--- config.mk ---
export PLATFORM = sky130hd
export DESIGN_NAME = ivl_input_voltage_limit
export DESIGN_NICKNAME = d
export VERILOG_FILES = /design/src/common/ivl_pkg.sv /design/src/verilog/ivl_input_voltage_limit.sv
export VERILOG_INCLUDE_DIRS = /design/src /design/src/common
export SDC_FILE = /design/constraint.sdc
export NUM_CORES = 1
export LEC_CHECK = 0
export ABC_AREA = 1
export CORE_ASPECT_RATIO = 0.8
export CORE_MARGIN = 1
export CORE_UTILIZATION = 55
export CTS_CLUSTER_SIZE = 14
export DETAILED_ROUTE_END_ITERATION = 8
export DONT_BUFFER_PORTS = 1
export PLACE_DENSITY = 0.69
export SKIP_CTS_REPAIR_TIMING = 1
export SLEW_MARGIN = 20
export SYNTH_ARGS = -nofsm -noshare
export SYNTH_HDL_FRONTEND = slang
export SYNTH_SLANG_ARGS = --single-unit
--- constraint.sdc ---
create_clock -name i_clk -period 3.4 [get_ports i_clk]
set_input_delay 0.51 -clock i_clk [delete_from_list [all_inputs] [get_ports i_clk]]
set_output_delay 0.51 -clock i_clk [all_outputs]
set_load 0.02 [all_outputs]
--- src/common/ivl_params.svh ---
`ifndef IVL_PARAMS_SVH
`define IVL_PARAMS_SVH
// ----------------------------------------
// command codes
// ----------------------------------------
`define IVL_CMD_OV_WARN      8'h57
`define IVL_CMD_UV_WARN      8'h58
`define IVL_CMD_UV_FAULT     8'h59
`define IVL_CMD_UV_ACTION    8'h5a
`define IVL_CMD_SPECIAL_OPTS 8'he0
// ----------------------------------------
// field positions
// ----------------------------------------
`define IVL_ACT_RESP_HI      7
`define IVL_ACT_RESP_LO      6
`define IVL_ACT_RETRY_HI     5
`define IVL_ACT_RETRY_LO     3
`define IVL_ACT_DELAY_HI     2
`define IVL_ACT_DELAY_LO     0
`define IVL_OPT_RATIO_BIT    0
// ----------------------------------------
// reset values
// ----------------------------------------
`define IVL_RST_OV_WARN      16'h0000
`define IVL_RST_UV_WARN      16'h0000
`define IVL_RST_UV_FAULT     16'h0000
`define IVL_RST_ACTION       8'h00
`define IVL_RST_OPTS         8'h00
// ----------------------------------------
// timing
// ----------------------------------------
`define IVL_UNIT_US_DEFAULT  1000
`define IVL_CLK_MHZ          20
`define IVL_RETRY_FOREVER    3'h7
`endif

--- src/common/ivl_pkg.sv ---
package ivl_pkg;
  typedef enum logic [1:0]
  {
    IVL_RESP_IGNORE  = 2'b00,
    IVL_RESP_RIDE    = 2'b01,
    IVL_RESP_RETRY   = 2'b10,
    IVL_RESP_LATCH   = 2'b11
  } ivl_resp_t;
  typedef enum logic [2:0]
  {
    IVL_ST_RUN      = 3'b000,
    IVL_ST_RIDE     = 3'b001,
    IVL_ST_WAIT     = 3'b010,
    IVL_ST_RESTART  = 3'b011,
    IVL_ST_LATCHED  = 3'b100
  } ivl_state_t;
endpackage : ivl_pkg

--- src/verilog/ivl_input_voltage_limit.sv ---
`timescale 1ns/1ns
`include "ivl_params.svh"
module ivl_input_voltage_limit #(
  parameter int UNIT_US = `IVL_UNIT_US_DEFAULT
)(
  // clock and reset
  input  wire logic        i_clk,
  input  wire logic        i_rstn,
  // command port
  input  wire logic        i_wr,
  input  wire logic        i_rd,
  input  wire logic        i_word,
  input  wire logic [7:0]  i_cmd,
  input  wire logic [15:0] i_wdata,
  output logic      [15:0] o_rdata,
  output logic             o_ack,
  output logic             o_nack,
  // sensing and control
  input  wire logic [15:0] i_vin,
  input  wire logic        i_vin_valid,
  input  wire logic        i_clear_fault,
  input  wire logic        i_cmd_on,
  // status and output control
  output logic             o_ov_warn,
  output logic             o_uv_warn,
  output logic             o_uv_fault,
  output logic             o_ratio_active,
  output logic             o_output_en,
  output logic [2:0]       o_state
);
  localparam int UNIT_CYC = (UNIT_US * `IVL_CLK_MHZ < 1) ? 1 : UNIT_US * `IVL_CLK_MHZ;
  localparam int CW = $clog2(UNIT_CYC * 128 + 1);
  if (UNIT_US < 1 || UNIT_US > 100000)
  begin : g_bad_unit
    $error("UNIT_US out of range");
  end

  // ----------------------------------------
  // reset synchroniser
  // ----------------------------------------
  logic rst_m_q;
  logic rst_n_q;
  always_ff @(posedge i_clk or negedge i_rstn)
  begin
    if (!i_rstn)
    begin
      rst_m_q <= 1'b0;
      rst_n_q <= 1'b0;
    end
    else
    begin
      rst_m_q <= 1'b1;
      rst_n_q <= rst_m_q;
    end
  end

  // ----------------------------------------
  // command decode
  // ----------------------------------------
  wire hit_ov   = (i_cmd == `IVL_CMD_OV_WARN);
  wire hit_uvw  = (i_cmd == `IVL_CMD_UV_WARN);
  wire hit_uvf  = (i_cmd == `IVL_CMD_UV_FAULT);
  wire hit_act  = (i_cmd == `IVL_CMD_UV_ACTION);
  wire hit_opt  = (i_cmd == `IVL_CMD_SPECIAL_OPTS);
  wire is_limit = hit_ov | hit_uvw | hit_uvf;
  wire size_ok  = is_limit ? i_word : ((hit_act | hit_opt) & ~i_word);
  wire legal    = size_ok & (is_limit | hit_act | hit_opt);
  wire acc      = i_wr | i_rd;
  wire wr_ok    = i_wr & legal;

  logic [15:0] ov_q;
  logic [15:0] uvw_q;
  logic [15:0] uvf_q;
  logic [7:0]  act_q;
  logic [7:0]  opt_q;
  wire         wr_ov  = wr_ok & hit_ov;
  wire         wr_uvw = wr_ok & hit_uvw;
  wire         wr_uvf = wr_ok & hit_uvf;
  wire         wr_act = wr_ok & hit_act;
  wire         wr_opt = wr_ok & hit_opt;
  wire         rd_ok  = i_rd & legal;

  always_ff @(posedge i_clk or negedge rst_n_q)
  begin
    if (!rst_n_q)
      ov_q <= `IVL_RST_OV_WARN;
    else if (wr_ov)
      ov_q <= i_wdata;
  end

  always_ff @(posedge i_clk or negedge rst_n_q)
  begin
    if (!rst_n_q)
      uvw_q <= `IVL_RST_UV_WARN;
    else if (wr_uvw)
      uvw_q <= i_wdata;
  end

  always_ff @(posedge i_clk or negedge rst_n_q)
  begin
    if (!rst_n_q)
      uvf_q <= `IVL_RST_UV_FAULT;
    else if (wr_uvf)
      uvf_q <= i_wdata;
  end

  always_ff @(posedge i_clk or negedge rst_n_q)
  begin
    if (!rst_n_q)
      act_q <= `IVL_RST_ACTION;
    else if (wr_act)
      act_q <= i_wdata[7:0];
  end

  always_ff @(posedge i_clk or negedge rst_n_q)
  begin
    if (!rst_n_q)
      opt_q <= `IVL_RST_OPTS;
    else if (wr_opt)
      opt_q <= i_wdata[7:0];
  end

  wire [15:0] rd_mux = hit_ov ? ov_q :
                       hit_uvw ? uvw_q :
                       hit_uvf ? uvf_q :
                       hit_act ? {8'h00, act_q} :
                       hit_opt ? {8'h00, opt_q} : 16'h0000;
  always_ff @(posedge i_clk or negedge rst_n_q)
  begin
    if (!rst_n_q)
    begin
      o_rdata <= 16'h0000;
      o_ack   <= 1'b0;
      o_nack  <= 1'b0;
    end
    else
    begin
      o_rdata <= rd_ok ? rd_mux : o_rdata;
      o_ack   <= acc & legal;
      o_nack  <= acc & ~legal;
    end
  end

  // ----------------------------------------
  // limit comparison
  // ----------------------------------------
  wire ov_now  = i_vin > ov_q;
  wire uvw_now = i_vin < uvw_q;
  wire uvf_now = i_vin < uvf_q;
  logic ovw_q;
  logic uvwf_q;
  logic uvff_q;
  always_ff @(posedge i_clk or negedge rst_n_q)
  begin
    if (!rst_n_q)
    begin
      ovw_q  <= 1'b0;
      uvwf_q <= 1'b0;
      uvff_q <= 1'b0;
    end
    else if (i_vin_valid)
    begin
      ovw_q  <= ov_now;
      uvwf_q <= uvw_now;
      uvff_q <= uvf_now;
    end
  end
  assign o_ov_warn      = ovw_q;
  assign o_uv_warn      = uvwf_q;
  assign o_ratio_active = opt_q[`IVL_OPT_RATIO_BIT] & uvwf_q;

  // ----------------------------------------
  // fault response machine
  // ----------------------------------------
  function automatic logic [CW-1:0] delay_cycles(input logic [2:0] code);
    delay_cycles = CW'(UNIT_CYC << code);
  endfunction : delay_cycles

  function automatic ivl_pkg::ivl_state_t off_state(input logic [2:0] retry);
    off_state = (retry == 3'h0) ? ivl_pkg::IVL_ST_LATCHED : ivl_pkg::IVL_ST_WAIT;
  endfunction : off_state

  ivl_pkg::ivl_resp_t resp;
  assign resp = ivl_pkg::ivl_resp_t'(act_q[`IVL_ACT_RESP_HI:`IVL_ACT_RESP_LO]);
  wire [2:0]    retry_set = act_q[`IVL_ACT_RETRY_HI:`IVL_ACT_RETRY_LO];
  wire [CW-1:0] dly       = delay_cycles(act_q[`IVL_ACT_DELAY_HI:`IVL_ACT_DELAY_LO]);

  ivl_pkg::ivl_state_t st_q;
  ivl_pkg::ivl_state_t st_d;
  logic [CW-1:0] cnt_q;
  logic [CW-1:0] cnt_d;
  logic [2:0]    tries_q;
  logic [2:0]    tries_d;
  logic          sticky_q;
  logic          sticky_d;
  logic          on_q;
  wire           clear_ev = i_clear_fault | (i_cmd_on & ~on_q);
  wire           cnt_done = (cnt_q == '0);
  wire           can_retry = (retry_set == `IVL_RETRY_FOREVER) | (tries_q < retry_set);

  always_comb
  begin
    st_d     = st_q;
    cnt_d    = cnt_done ? cnt_q : cnt_q - CW'(1);
    tries_d  = tries_q;
    sticky_d = sticky_q | uvff_q;
    case (st_q)
      ivl_pkg::IVL_ST_RUN:
      begin
        if (uvff_q)
        begin
          if (resp == ivl_pkg::IVL_RESP_RIDE)
          begin
            st_d  = ivl_pkg::IVL_ST_RIDE;
            cnt_d = dly;
          end
          else if (resp == ivl_pkg::IVL_RESP_RETRY)
          begin
            st_d    = off_state(retry_set);
            cnt_d   = dly;
            tries_d = 3'h0;
          end
          else if (resp == ivl_pkg::IVL_RESP_LATCH)
            st_d = ivl_pkg::IVL_ST_LATCHED;
        end
      end
      ivl_pkg::IVL_ST_RIDE:
      begin
        if (!uvff_q)
          st_d = ivl_pkg::IVL_ST_RUN;
        else if (cnt_done)
        begin
          st_d    = off_state(retry_set);
          cnt_d   = dly;
          tries_d = 3'h0;
        end
      end
      ivl_pkg::IVL_ST_WAIT:
      begin
        if (cnt_done)
        begin
          st_d    = ivl_pkg::IVL_ST_RESTART;
          cnt_d   = dly;
          tries_d = (retry_set == `IVL_RETRY_FOREVER) ? tries_q : tries_q + 3'h1;
        end
      end
      ivl_pkg::IVL_ST_RESTART:
      begin
        if (!uvff_q)
          st_d = ivl_pkg::IVL_ST_RUN;
        else if (can_retry)
        begin
          st_d  = ivl_pkg::IVL_ST_WAIT;
          cnt_d = dly - CW'(2);
        end
        else
          st_d = ivl_pkg::IVL_ST_LATCHED;
      end
      ivl_pkg::IVL_ST_LATCHED:
      begin
        if (clear_ev)
          st_d = ivl_pkg::IVL_ST_RUN;
      end
      default:
        st_d = ivl_pkg::IVL_ST_RUN;
    endcase
    if (i_clear_fault & ~uvff_q)
      sticky_d = 1'b0;
    if (!i_cmd_on)
      st_d = ivl_pkg::IVL_ST_RUN;
  end

  always_ff @(posedge i_clk or negedge rst_n_q)
  begin
    if (!rst_n_q)
    begin
      st_q    <= ivl_pkg::IVL_ST_RUN;
      cnt_q   <= '0;
      tries_q <= 3'h0;
    end
    else
    begin
      st_q    <= st_d;
      cnt_q   <= cnt_d;
      tries_q <= tries_d;
    end
  end

  always_ff @(posedge i_clk or negedge rst_n_q)
  begin
    if (!rst_n_q)
    begin
      sticky_q <= 1'b0;
      on_q     <= 1'b1;
    end
    else
    begin
      sticky_q <= sticky_d;
      on_q     <= i_cmd_on;
    end
  end

  // ----------------------------------------
  // outputs
  // ----------------------------------------
  // output runs in run, ride-through and during a restart attempt
  assign o_output_en = i_cmd_on & ((st_q == ivl_pkg::IVL_ST_RUN) | (st_q == ivl_pkg::IVL_ST_RIDE)
                       | (st_q == ivl_pkg::IVL_ST_RESTART));
  assign o_uv_fault  = sticky_q;
  assign o_state     = st_q;
endmodule : ivl_input_voltage_limit

Word level (Yosys, flattened, before mapping):

Cells that the tools add are included.

* bits in registers: 117
* bits of input ports: 48

* add/subtract/negate cells: 3
* $lt $le $gt $ge: 4
* eq/ne operators: 25
* shift-type cells: 1
* mux-type cells: 37
* bitwise operators: 30
* reduce and logical (&&, ||, !) cells: 6

Operators with widths (count)
* $mux W22: 8
* $pmux W22 S4: 1
* $mux W3: 19
* $mux W16: 3
* $eq A8 B7 Y1 const B: 4
* $lt A16 B16 Y1: 2
* $logic_not A22 Y1: 1
* $shl A15 B3 Y22 const A: 1
* $sub A22 B1 Y22 const B: 1
* $sub A22 B2 Y22 const B: 1
* $gt A16 B16 Y1: 1
* $mux W8: 2
* $and A1 B1 Y1: 15
* $pmux W3 S5: 1
* $ne A2 B2 Y1 const B: 7
* $or A1 B1 Y1: 11
* $ne A3 B3 Y1 const B: 3
* $pmux W3 S3: 1
* $eq A8 B8 Y1 const B: 1
* $reduce_and A8 Y1: 1
* $eq A3 B2 Y1 const B: 2
* $eq A3 B3 Y1 const B: 2
* $logic_not A3 Y1: 2
* $ne A5 B5 Y1 const B: 1
* other kinds (10): 15

Longest topological paths before layout:

Gate-level depths: netlist of run 1.

* depth after elaboration: 8
* depth in mapped cells: 13
* gate-level depth less buffers: 13

Least setup slack after synthesis of run 1:

OpenSTA, ideal clock, no wires.

* path type: reg-to-reg
* start: register act_q[5]
* end: register cnt_q[6]
* library setup time: 0.125 ns
* arrival: 1.646 ns
* path slack: 1.629 ns
* stages on the path, launching flop included: 12
* buffers on the path: 1
* period minus slack after synthesis: 1.771 ns
* cells stage by stage: dfrtp_1 > inv_1 > ha_1 > a21oi_1 > nand2_1 > nand2_1 > nand2_1 > a21oi_2 > nand2_1 > buf_2 > nand2_1 > nand3_1

* cells in the longest elaborated chain, start to end: 5
* elaborated cells between the ends (all ways): 6
* classes of those cells: order compare (1); eq/ne (1); mux (3); bitwise (1)

Ends and longest elaborated chain
* start: declaration: RTL line ivl_input_voltage_limit.sv:74 `logic [7:0] act_q;`
* start signal: assignment: RTL line ivl_input_voltage_limit.sv:110 `` act_q <= `IVL_RST_ACTION; ``
* start signal: assignment: RTL line ivl_input_voltage_limit.sv:112 `act_q <= i_wdata[7:0];`
* $lt A3 B3 Y1 or $eq A3 B3 Y1 (tied branches)
* $or A1 B1 Y1 *: RTL line ivl_input_voltage_limit.sv:199 `` wire can_retry = (retry_set == `IVL_RETRY_FOREVER) | (tries_q < retry_set); ``
* $mux W22 *: RTL line ivl_input_voltage_limit.sv:251 `else if (can_retry)`
* $mux W22 *: RTL line ivl_input_voltage_limit.sv:249 `if (!uvff_q)`
* $pmux W22 S4 *: RTL line ivl_input_voltage_limit.sv:207 `case (st_q)`
* via cnt_d[6]: RTL line ivl_input_voltage_limit.sv:191 `logic [CW-1:0] cnt_d;`
* end signal: assignment: RTL line ivl_input_voltage_limit.sv:284 `cnt_q <= cnt_d;`
* end: declaration: RTL line ivl_input_voltage_limit.sv:190 `logic [CW-1:0] cnt_q;`

Mark *: on every way through the listed nets, which the timed path passes. The rest lies on a longest branch.
A chain may end at the register's enable or synchronous reset.

Worst setup path in the final report of run 1:

* start: register act_q[5]
* end: register cnt_q[20]

The elaborated chain is that of the path after synthesis.

==> run metrics, run 1 <==
cell area after synthesis=0.00806 mm^2; Yosys warning total=0; Crit Path Class=reg2reg; post-route ant nets=0; clock buffer depth=2; I/O Pins=74; initial antenna violation count=0; P_sw=1160 uW; # H-tree levels=4; sequential cell area=0.00293 mm^2; core footprint=0.0143 mm^2; fin. max-slew vios=0; grt total ovfl=0; die width=137 um; Commonest cells post-synth=nand2_1, dfrtp_1, inv_1; crit path capture type=flop; Power Density=470 mW/mm^2; Net Sw Frac=0.281; gr usage total=0.312; slew margin rel.=0.475; #FFs+latches synth=117; first-pass GRT wire length=34.9 mm; Avg Inst Size Synth=7.13 um^2; DR vias/cell=5.74; Synth Flop Type=dfrtp_1; Critical Path AT=2.71 ns; vias in the first global route=6538; Die ar.=0.0151 mm^2; Least-Margin Pin Slew=0.787 ns; Chip Height=110 um; I/O Buffers=0; Max VDD drop=0.340 mV; Multi-input gate area=0.00447 mm^2; Residual DRC=0; Pleak=0.00452 uW; Post-Syn Nets=1239; Post-DP HPWL=16.5 mm; Worst-Skew Late Latency=0.42 ns; Rows=39; CTS clock-pin slew for the worst setup and hold paths=0.05 ns; cell count after synthesis=1130; Final #Nets=1230; 1st-pass router iterations=6; CTS Root Cell=clkbuf_16; fin crit share=0.706; final setup fails=0; crit start category=flop; max-cap violation count=0; status=finished clean; leading area contributor after synthesis=dfrtp_1; async set-reset flop share out of synthesis=1.00; Fin Hold WS=0.0876 ns; CTS Buf Count=17; clock power share=0.454; Post-synth EDFFs=0; share of the synthesized area in the top cell type=0.360; Final Hold Viols=0; layout cell share with drive strength beyond 1=0.0608; WL/cell=16.9 um; Worst Skew=0.00960 ns; Yosys cell types=42; Worst Hold Class=in2reg; CTS tree=done; Tmin final=2.40 ns; Comb power frac=0.132; Via Count=7565; CP Max Fanout=12; Post-Route WL=22.3 mm; Area Growth Syn to Fin=8.79%; count leader, synth=nand2_1; Place WS=0.877 ns; unrepaired setup endpoints after global routing=no; Internal=2960 uW; antenna cells=0; Initial Utilization=0.564; DR iter-0 viols=857; Worst EP required=3.71 ns; setup tns final=0 ns; sequential power share=0.415; largest net degree at the start of global routing=72; CTS sink cnt=117; Filler Cell Count=1334; GPL Wtd Cong=0.920; Final WS setup=1.00 ns; top cells by area, synth=dfrtp_1, nand2_1, ha_1, nand4_1, inv_1; Seq/Total Area, Yosys=0.364; fmax=0.417 GHz
## stage by stage
stage	area (um^2)	util	std cells	total power (uW)
2_1_floorplan	8060	-	1130	2110
3_3_place_gp	8140	0.569	1285	2240
3_5_place_dp	8140	0.569	1285	2250
4_1_cts	8760	0.612	1317	4130
5_1_grt	8770	0.613	1318	4320
6_report	8770	0.613	1318	4120
## metal layers
layer,global-route usage,part of all wire,up-vias
li1,-,-,3667
met1,0.520,0.50,3512
met2,0.364,0.36,361
met3,0.0937,0.12,25
met4,0.0856,0.011,0
met5,0,0,-
## area by class of cell
| cell class | instances | area share |
|---|---|---|
| Tap cell | 184 | 0.0263 |
| Timing Repair Buffer | 8 | 0.00856 |
| Clock buffer | 18 | 0.0490 |
| Clock inverter | 14 | 0.0211 |
| Inverter | 117 | 0.0502 |
| Sequential cell | 117 | 0.335 |
| Multi-Input combinational cell | 860 | 0.510 |
## final timing paths
path | to | depth (start not counted) | start | slack (ns)
setup / recovery | cnt_q[20] | 10 | act_q[5] | 1.0
hold / removal | on_q | 0 | i_cmd_on | 0.09
setup reg to reg | cnt_q[20] | 10 | act_q[5] | 1.0
hold reg to reg | rst_n_q | 0 | rst_m_q | 0.35
max in group asynchronous | o_rdata[5] | 1 | rst_n_q | 2.19
min in group asynchronous | rst_n_q | 1 | i_rstn | 0.31
## flip-flops by register name, summed over array words and instances (netlist names), 3 cells and up
signal and count:
act_q 8, cnt_q 22, o_rdata 16, o_state 3, opt_q 8, ov_q 16, tries_q 3, uvf_q 16
uvw_q 16
## critical path, cell delays in order, from the launching register on
cell and delay [ns]:
dfrtp_1 0.47, inv_1 0.08, ha_1 0.31, a21oi_1 0.15, nand2_1 0.08, nand2_1 0.11, nand3_1 0.45, nand3_1 0.44
nand2_1 0.08, nand2_1 0.07, nand2_1 0.04
## power groups by stage
| stage | registers [uW] | clock network [uW] | logic [uW] |
|---|---|---|---|
| after floorplan | 1670 | 0 | 438 |
| after global placement | 1720 | 0 | 519 |
| after detailed placement | 1720 | 0 | 529 |
| after CTS | 1700 | 1890 | 531 |
| after global routing | 1730 | 1960 | 636 |
| final | 1710 | 1870 | 542 |
## layout by cell type (no fill, tap or decap), types with 3 or more instances in the layout
cell        instances
clkinvlp_4          3
nand4_1            77
o21bai_1            3
o21ai_0            29
bufinv_16           4
or2_2               4
nor2_1            105
dfrtp_1           115
buf_4               6
ha_1               61
nand3_1            75
o211ai_1            8
nand2_1           404
clkinv_2            6
a21oi_1            35
xor2_1             17
nor3_1             12
inv_2               5
nand2_2             5
nand3_4             3
clkbuf_16          17
nor3_4              3
inv_1             109
## logic make-up after synthesis
group,count (synthesis),share of synthesized area
buffers and inverters,153,0.0814
DFF,117,0.364
AOI/OAI and AO/OA,82,0.0570
adders and majority gates,61,0.0947
xor gates and xnor gates,19,0.0207
other,1,0.000465
and+or+nand+nor,697,0.382
Power figures use the tool's default switching activity.
==> run 2, diff against run 1 <==
ABC_AREA = 0   (was 1)
PLACE_DENSITY = 0.66   (was 0.69)
clock period = 2.35 ns   (was 3.4 ns; I/O delays follow)
==> run 2 against run 1 <==
Compared with the run above: sequential share of layout area is 1.1 points higher; combinational power up 65%; cell count is 25% lower; core utilization increased by 3.8 points; synthesized cell count down 32%; critical path depth shrank 3; area after synthesis down 7.3%; via count down 18%; sequential cell count is the same; die area is 7.2% lower; largest cell class unchanged.
==> run metrics, run 2 <==
I/O Pins=74 (unchanged); Seq/Total Area, Yosys=0.392 (+0.0287); cell area after synthesis=0.00747 mm^2 (-7.3%); unrepaired setup endpoints after global routing=no; most frequent cells in the layout=dfrtp_1, inv_1, nand2_1, ha_1, o21ai_0; largest net degree at the start of global routing=41 (-43%); final setup fails=0 (unchanged); Tmin final=2.22 ns (-0.178 ns); Avg Inst Size Synth=9.66 um^2 (+35%); post-route ant nets=0 (unchanged); placed inst area=0.00786 mm^2 (-3.5%); Final Hold Viols=0 (unchanged); CTS Buf Count=17 (unchanged); CTS Root Cell=clkbuf_16; Commonest cells post-synth=dfrtp_1, inv_1, ha_1, nand2_1, o21ai_0; first-pass GRT wire length=32.9 mm (-5.7%); max reg flops=22 (unchanged); CTS sink cnt=117 (unchanged); top cells by area, synth=dfrtp_1, ha_1, mux2_1, o21ai_0, inv_1; vias in the first global route=5911 (-9.6%); fmax=0.450 GHz (+8.0%); Initial Utilization=0.572 (+0.00849); FF-to-FF End=cnt_q[17]; Max VDD drop=0.609 mV (+79%); Yosys warning total=0 (unchanged); Worst Setup SP=cnt_q[9]; most common cell after layout, fill and taps aside=dfrtp_1; Crit Reg-Reg Startpoint=cnt_q[9]; Post-synth EDFFs=0 (unchanged); I/O Buffers=0 (unchanged); core footprint=0.0131 mm^2 (-8.7%); Multi-input gate area=0.00414 mm^2 (-7.6%); reg-to-reg setup timing slack=0.13 ns (-0.87 ns); clock buffer depth=2 (unchanged); fin. max-slew vios=0 (unchanged); Worst-Skew Late Latency=0.42 ns (about the same); crit start category=flop; max-cap violation count=0 (unchanged); Power Density=711 mW/mm^2 (+51%); Critical Path AT=2.56 ns (-0.15 ns); leading area contributor after synthesis=dfrtp_1; Worst Hold Class=in2reg; Post-Route WL=20.6 mm (-7.7%); initial antenna violation count=2 (+2); Worst EP required=2.69 ns (-1.02 ns); Worst Skew=0.00755 ns (-0.00205 ns); Filler Cell Count=1099 (-18%); Crit Path Class=reg2reg; Least-Margin Pin Slew=0.677 ns (-0.110 ns); slew margin rel.=0.548 (+0.0731); Top reg by flops=cnt_q; share of the synthesized area in the top cell type=0.389 (+0.0284); setup tns final=0 ns (unchanged); GPL Wtd Cong=1.01 (+9.5%); count leader, synth=dfrtp_1; Chip Height=106 um (-3.7%); Synth Flop Type=dfrtp_1; sequential cell area=0.00293 mm^2 (unchanged); grt total ovfl=0 (unchanged); CTS clock-pin slew for the worst setup and hold paths=0.06 ns (about the same); Rows=37 (-5.1%); status=finished clean; CP Max Fanout=5 (-7); # H-tree levels=4 (unchanged); Final #Nets=912 (-26%); WL/cell=20.8 um (+23%); fin area=0.00850 mm^2 (-3.1%); Area Growth Syn to Fin=13.8%; async set-reset flop share out of synthesis=1.00 (unchanged); Die ar.=0.0141 mm^2 (-7.2%); Critical Path End=cnt_q[17]; die width=132 um (-3.7%); layout cell share with drive strength beyond 1=0.158 (+0.0972); Residual DRC=0 (unchanged); fin crit share=0.946 (+0.240); gr usage total=0.309 (-0.00371); cell count after synthesis=773 (-32%); FF-to-FF path depth=7 (-3); DR vias/cell=6.23 (+8.6%); #FFs+latches synth=117 (unchanged); Post-DP HPWL=15.7 mm (-4.9%); Post-Syn Nets=882 (-29%); crit path capture type=flop; CTS tree=done; Pleak=0.00379 uW (-16%); 1st-pass router iterations=5 (-1); Via Count=6185 (-18%); Yosys cell types=83 (+98%); DR iter-0 viols=682 (-20%)
-- run 2: cell count changes after synthesis, moves of 11 or more --
| cell | delta |
|---|---|
| a21o_1 | +17 |
| inv_1 | -45 |
| mux2_1 | +22 |
| mux2_2 | +19 |
| nand2_1 | -343 |
| nand2b_1 | +11 |
| nand3_1 | -52 |
| nand4_1 | -67 |
| nor2_1 | -59 |
| nor2b_1 | +11 |
| o21ai_0 | +19 |
-- run 2: worst max-delay path, stage by stage, from the launching register on --
cell	delay (ns)
dfrtp_1	0.43
nor4_2	0.35
nor4b_4	0.40
nand4_2	0.18
a31oi_2	0.37
buf_4	0.21
inv_1	0.06
o22ai_1	0.16
-- run 2: worst min-delay path by stage --
stage	to	start	slack, ns	cells past startpoint
floorplan	rst_m_q	i_rstn	0.06	0
global placement	rst_m_q	i_rstn	0.06	0
detailed placement	rst_m_q	i_rstn	0.06	0
CTS	rst_m_q	i_rstn	-0.38	0
global route	o_ov_warn	i_vin_valid	0.03	1
finish	o_ov_warn	i_vin_valid	0.03	1
-- run 2: layout make-up --
| class | instances | area share |
|---|---|---|
| Inverter | 65 | 0.0287 |
| Sequential cell | 117 | 0.345 |
| Antenna cell | 1 | 0.000295 |
| Multi-Input combinational cell | 559 | 0.487 |
| Clock buffer | 20 | 0.0538 |
| Clock inverter | 12 | 0.0180 |
| Timing Repair Buffer | 43 | 0.0415 |
| Tap cell | 175 | 0.0258 |
-- run 2: cells by family (layout without fill, tap and decap cells) --
| group | count (synthesis) | in the layout | synth area share |
|---|---|---|---|
| flops | 117 | 117 | 0.392 |
| buf+inv | 97 | 140 | 0.0553 |
| simple gates | 216 | 216 | 0.157 |
| other cells | 1 | 2 | 0.000502 |
| mux | 58 | 58 | 0.0913 |
| xor+xnor | 22 | 22 | 0.0258 |
| compound gates | 201 | 201 | 0.175 |
| fa+ha+maj | 61 | 61 | 0.102 |
-- run 2: stage by stage --
step / util / instances / setup slack, ns / hold slack, ns / total power (uW)
global route: 0.651 / 991 / 0.00546 / 0.0312 / 6270
detailed placement: 0.602 / 957 / 0.123 / 0.0570 / 3370
finish: 0.651 / 992 / 0.127 / 0.0334 / 6040
floorplan: - / 773 / 0.0814 / 0.0569 / 3080
global placement: 0.602 / 957 / 0.175 / 0.0570 / 3330
CTS: 0.649 / 989 / 0.111 / -0.385 / 6050
-- run 2: power by group --
| group | internal (uW) | total, uW | switching, uW |
|---|---|---|---|
| sequential | 2220 | 2470 | 251 |
| combinational | 416 | 897 | 480 |
| clock | 1720 | 2670 | 954 |
| total | 4350 | 6040 | 1680 |
-- run 2: routing by layer --
| layer | vias to the layer above | routed length [um] | track usage |
|---|---|---|---|
| li1 | 2842 | - | - |
| met1 | 3025 | 9960 | 0.477 |
| met2 | 300 | 8400 | 0.425 |
| met3 | 18 | 2070 | 0.0811 |
| met4 | 0 | 196 | 0.0706 |
| met5 | - | 0 | 0 |
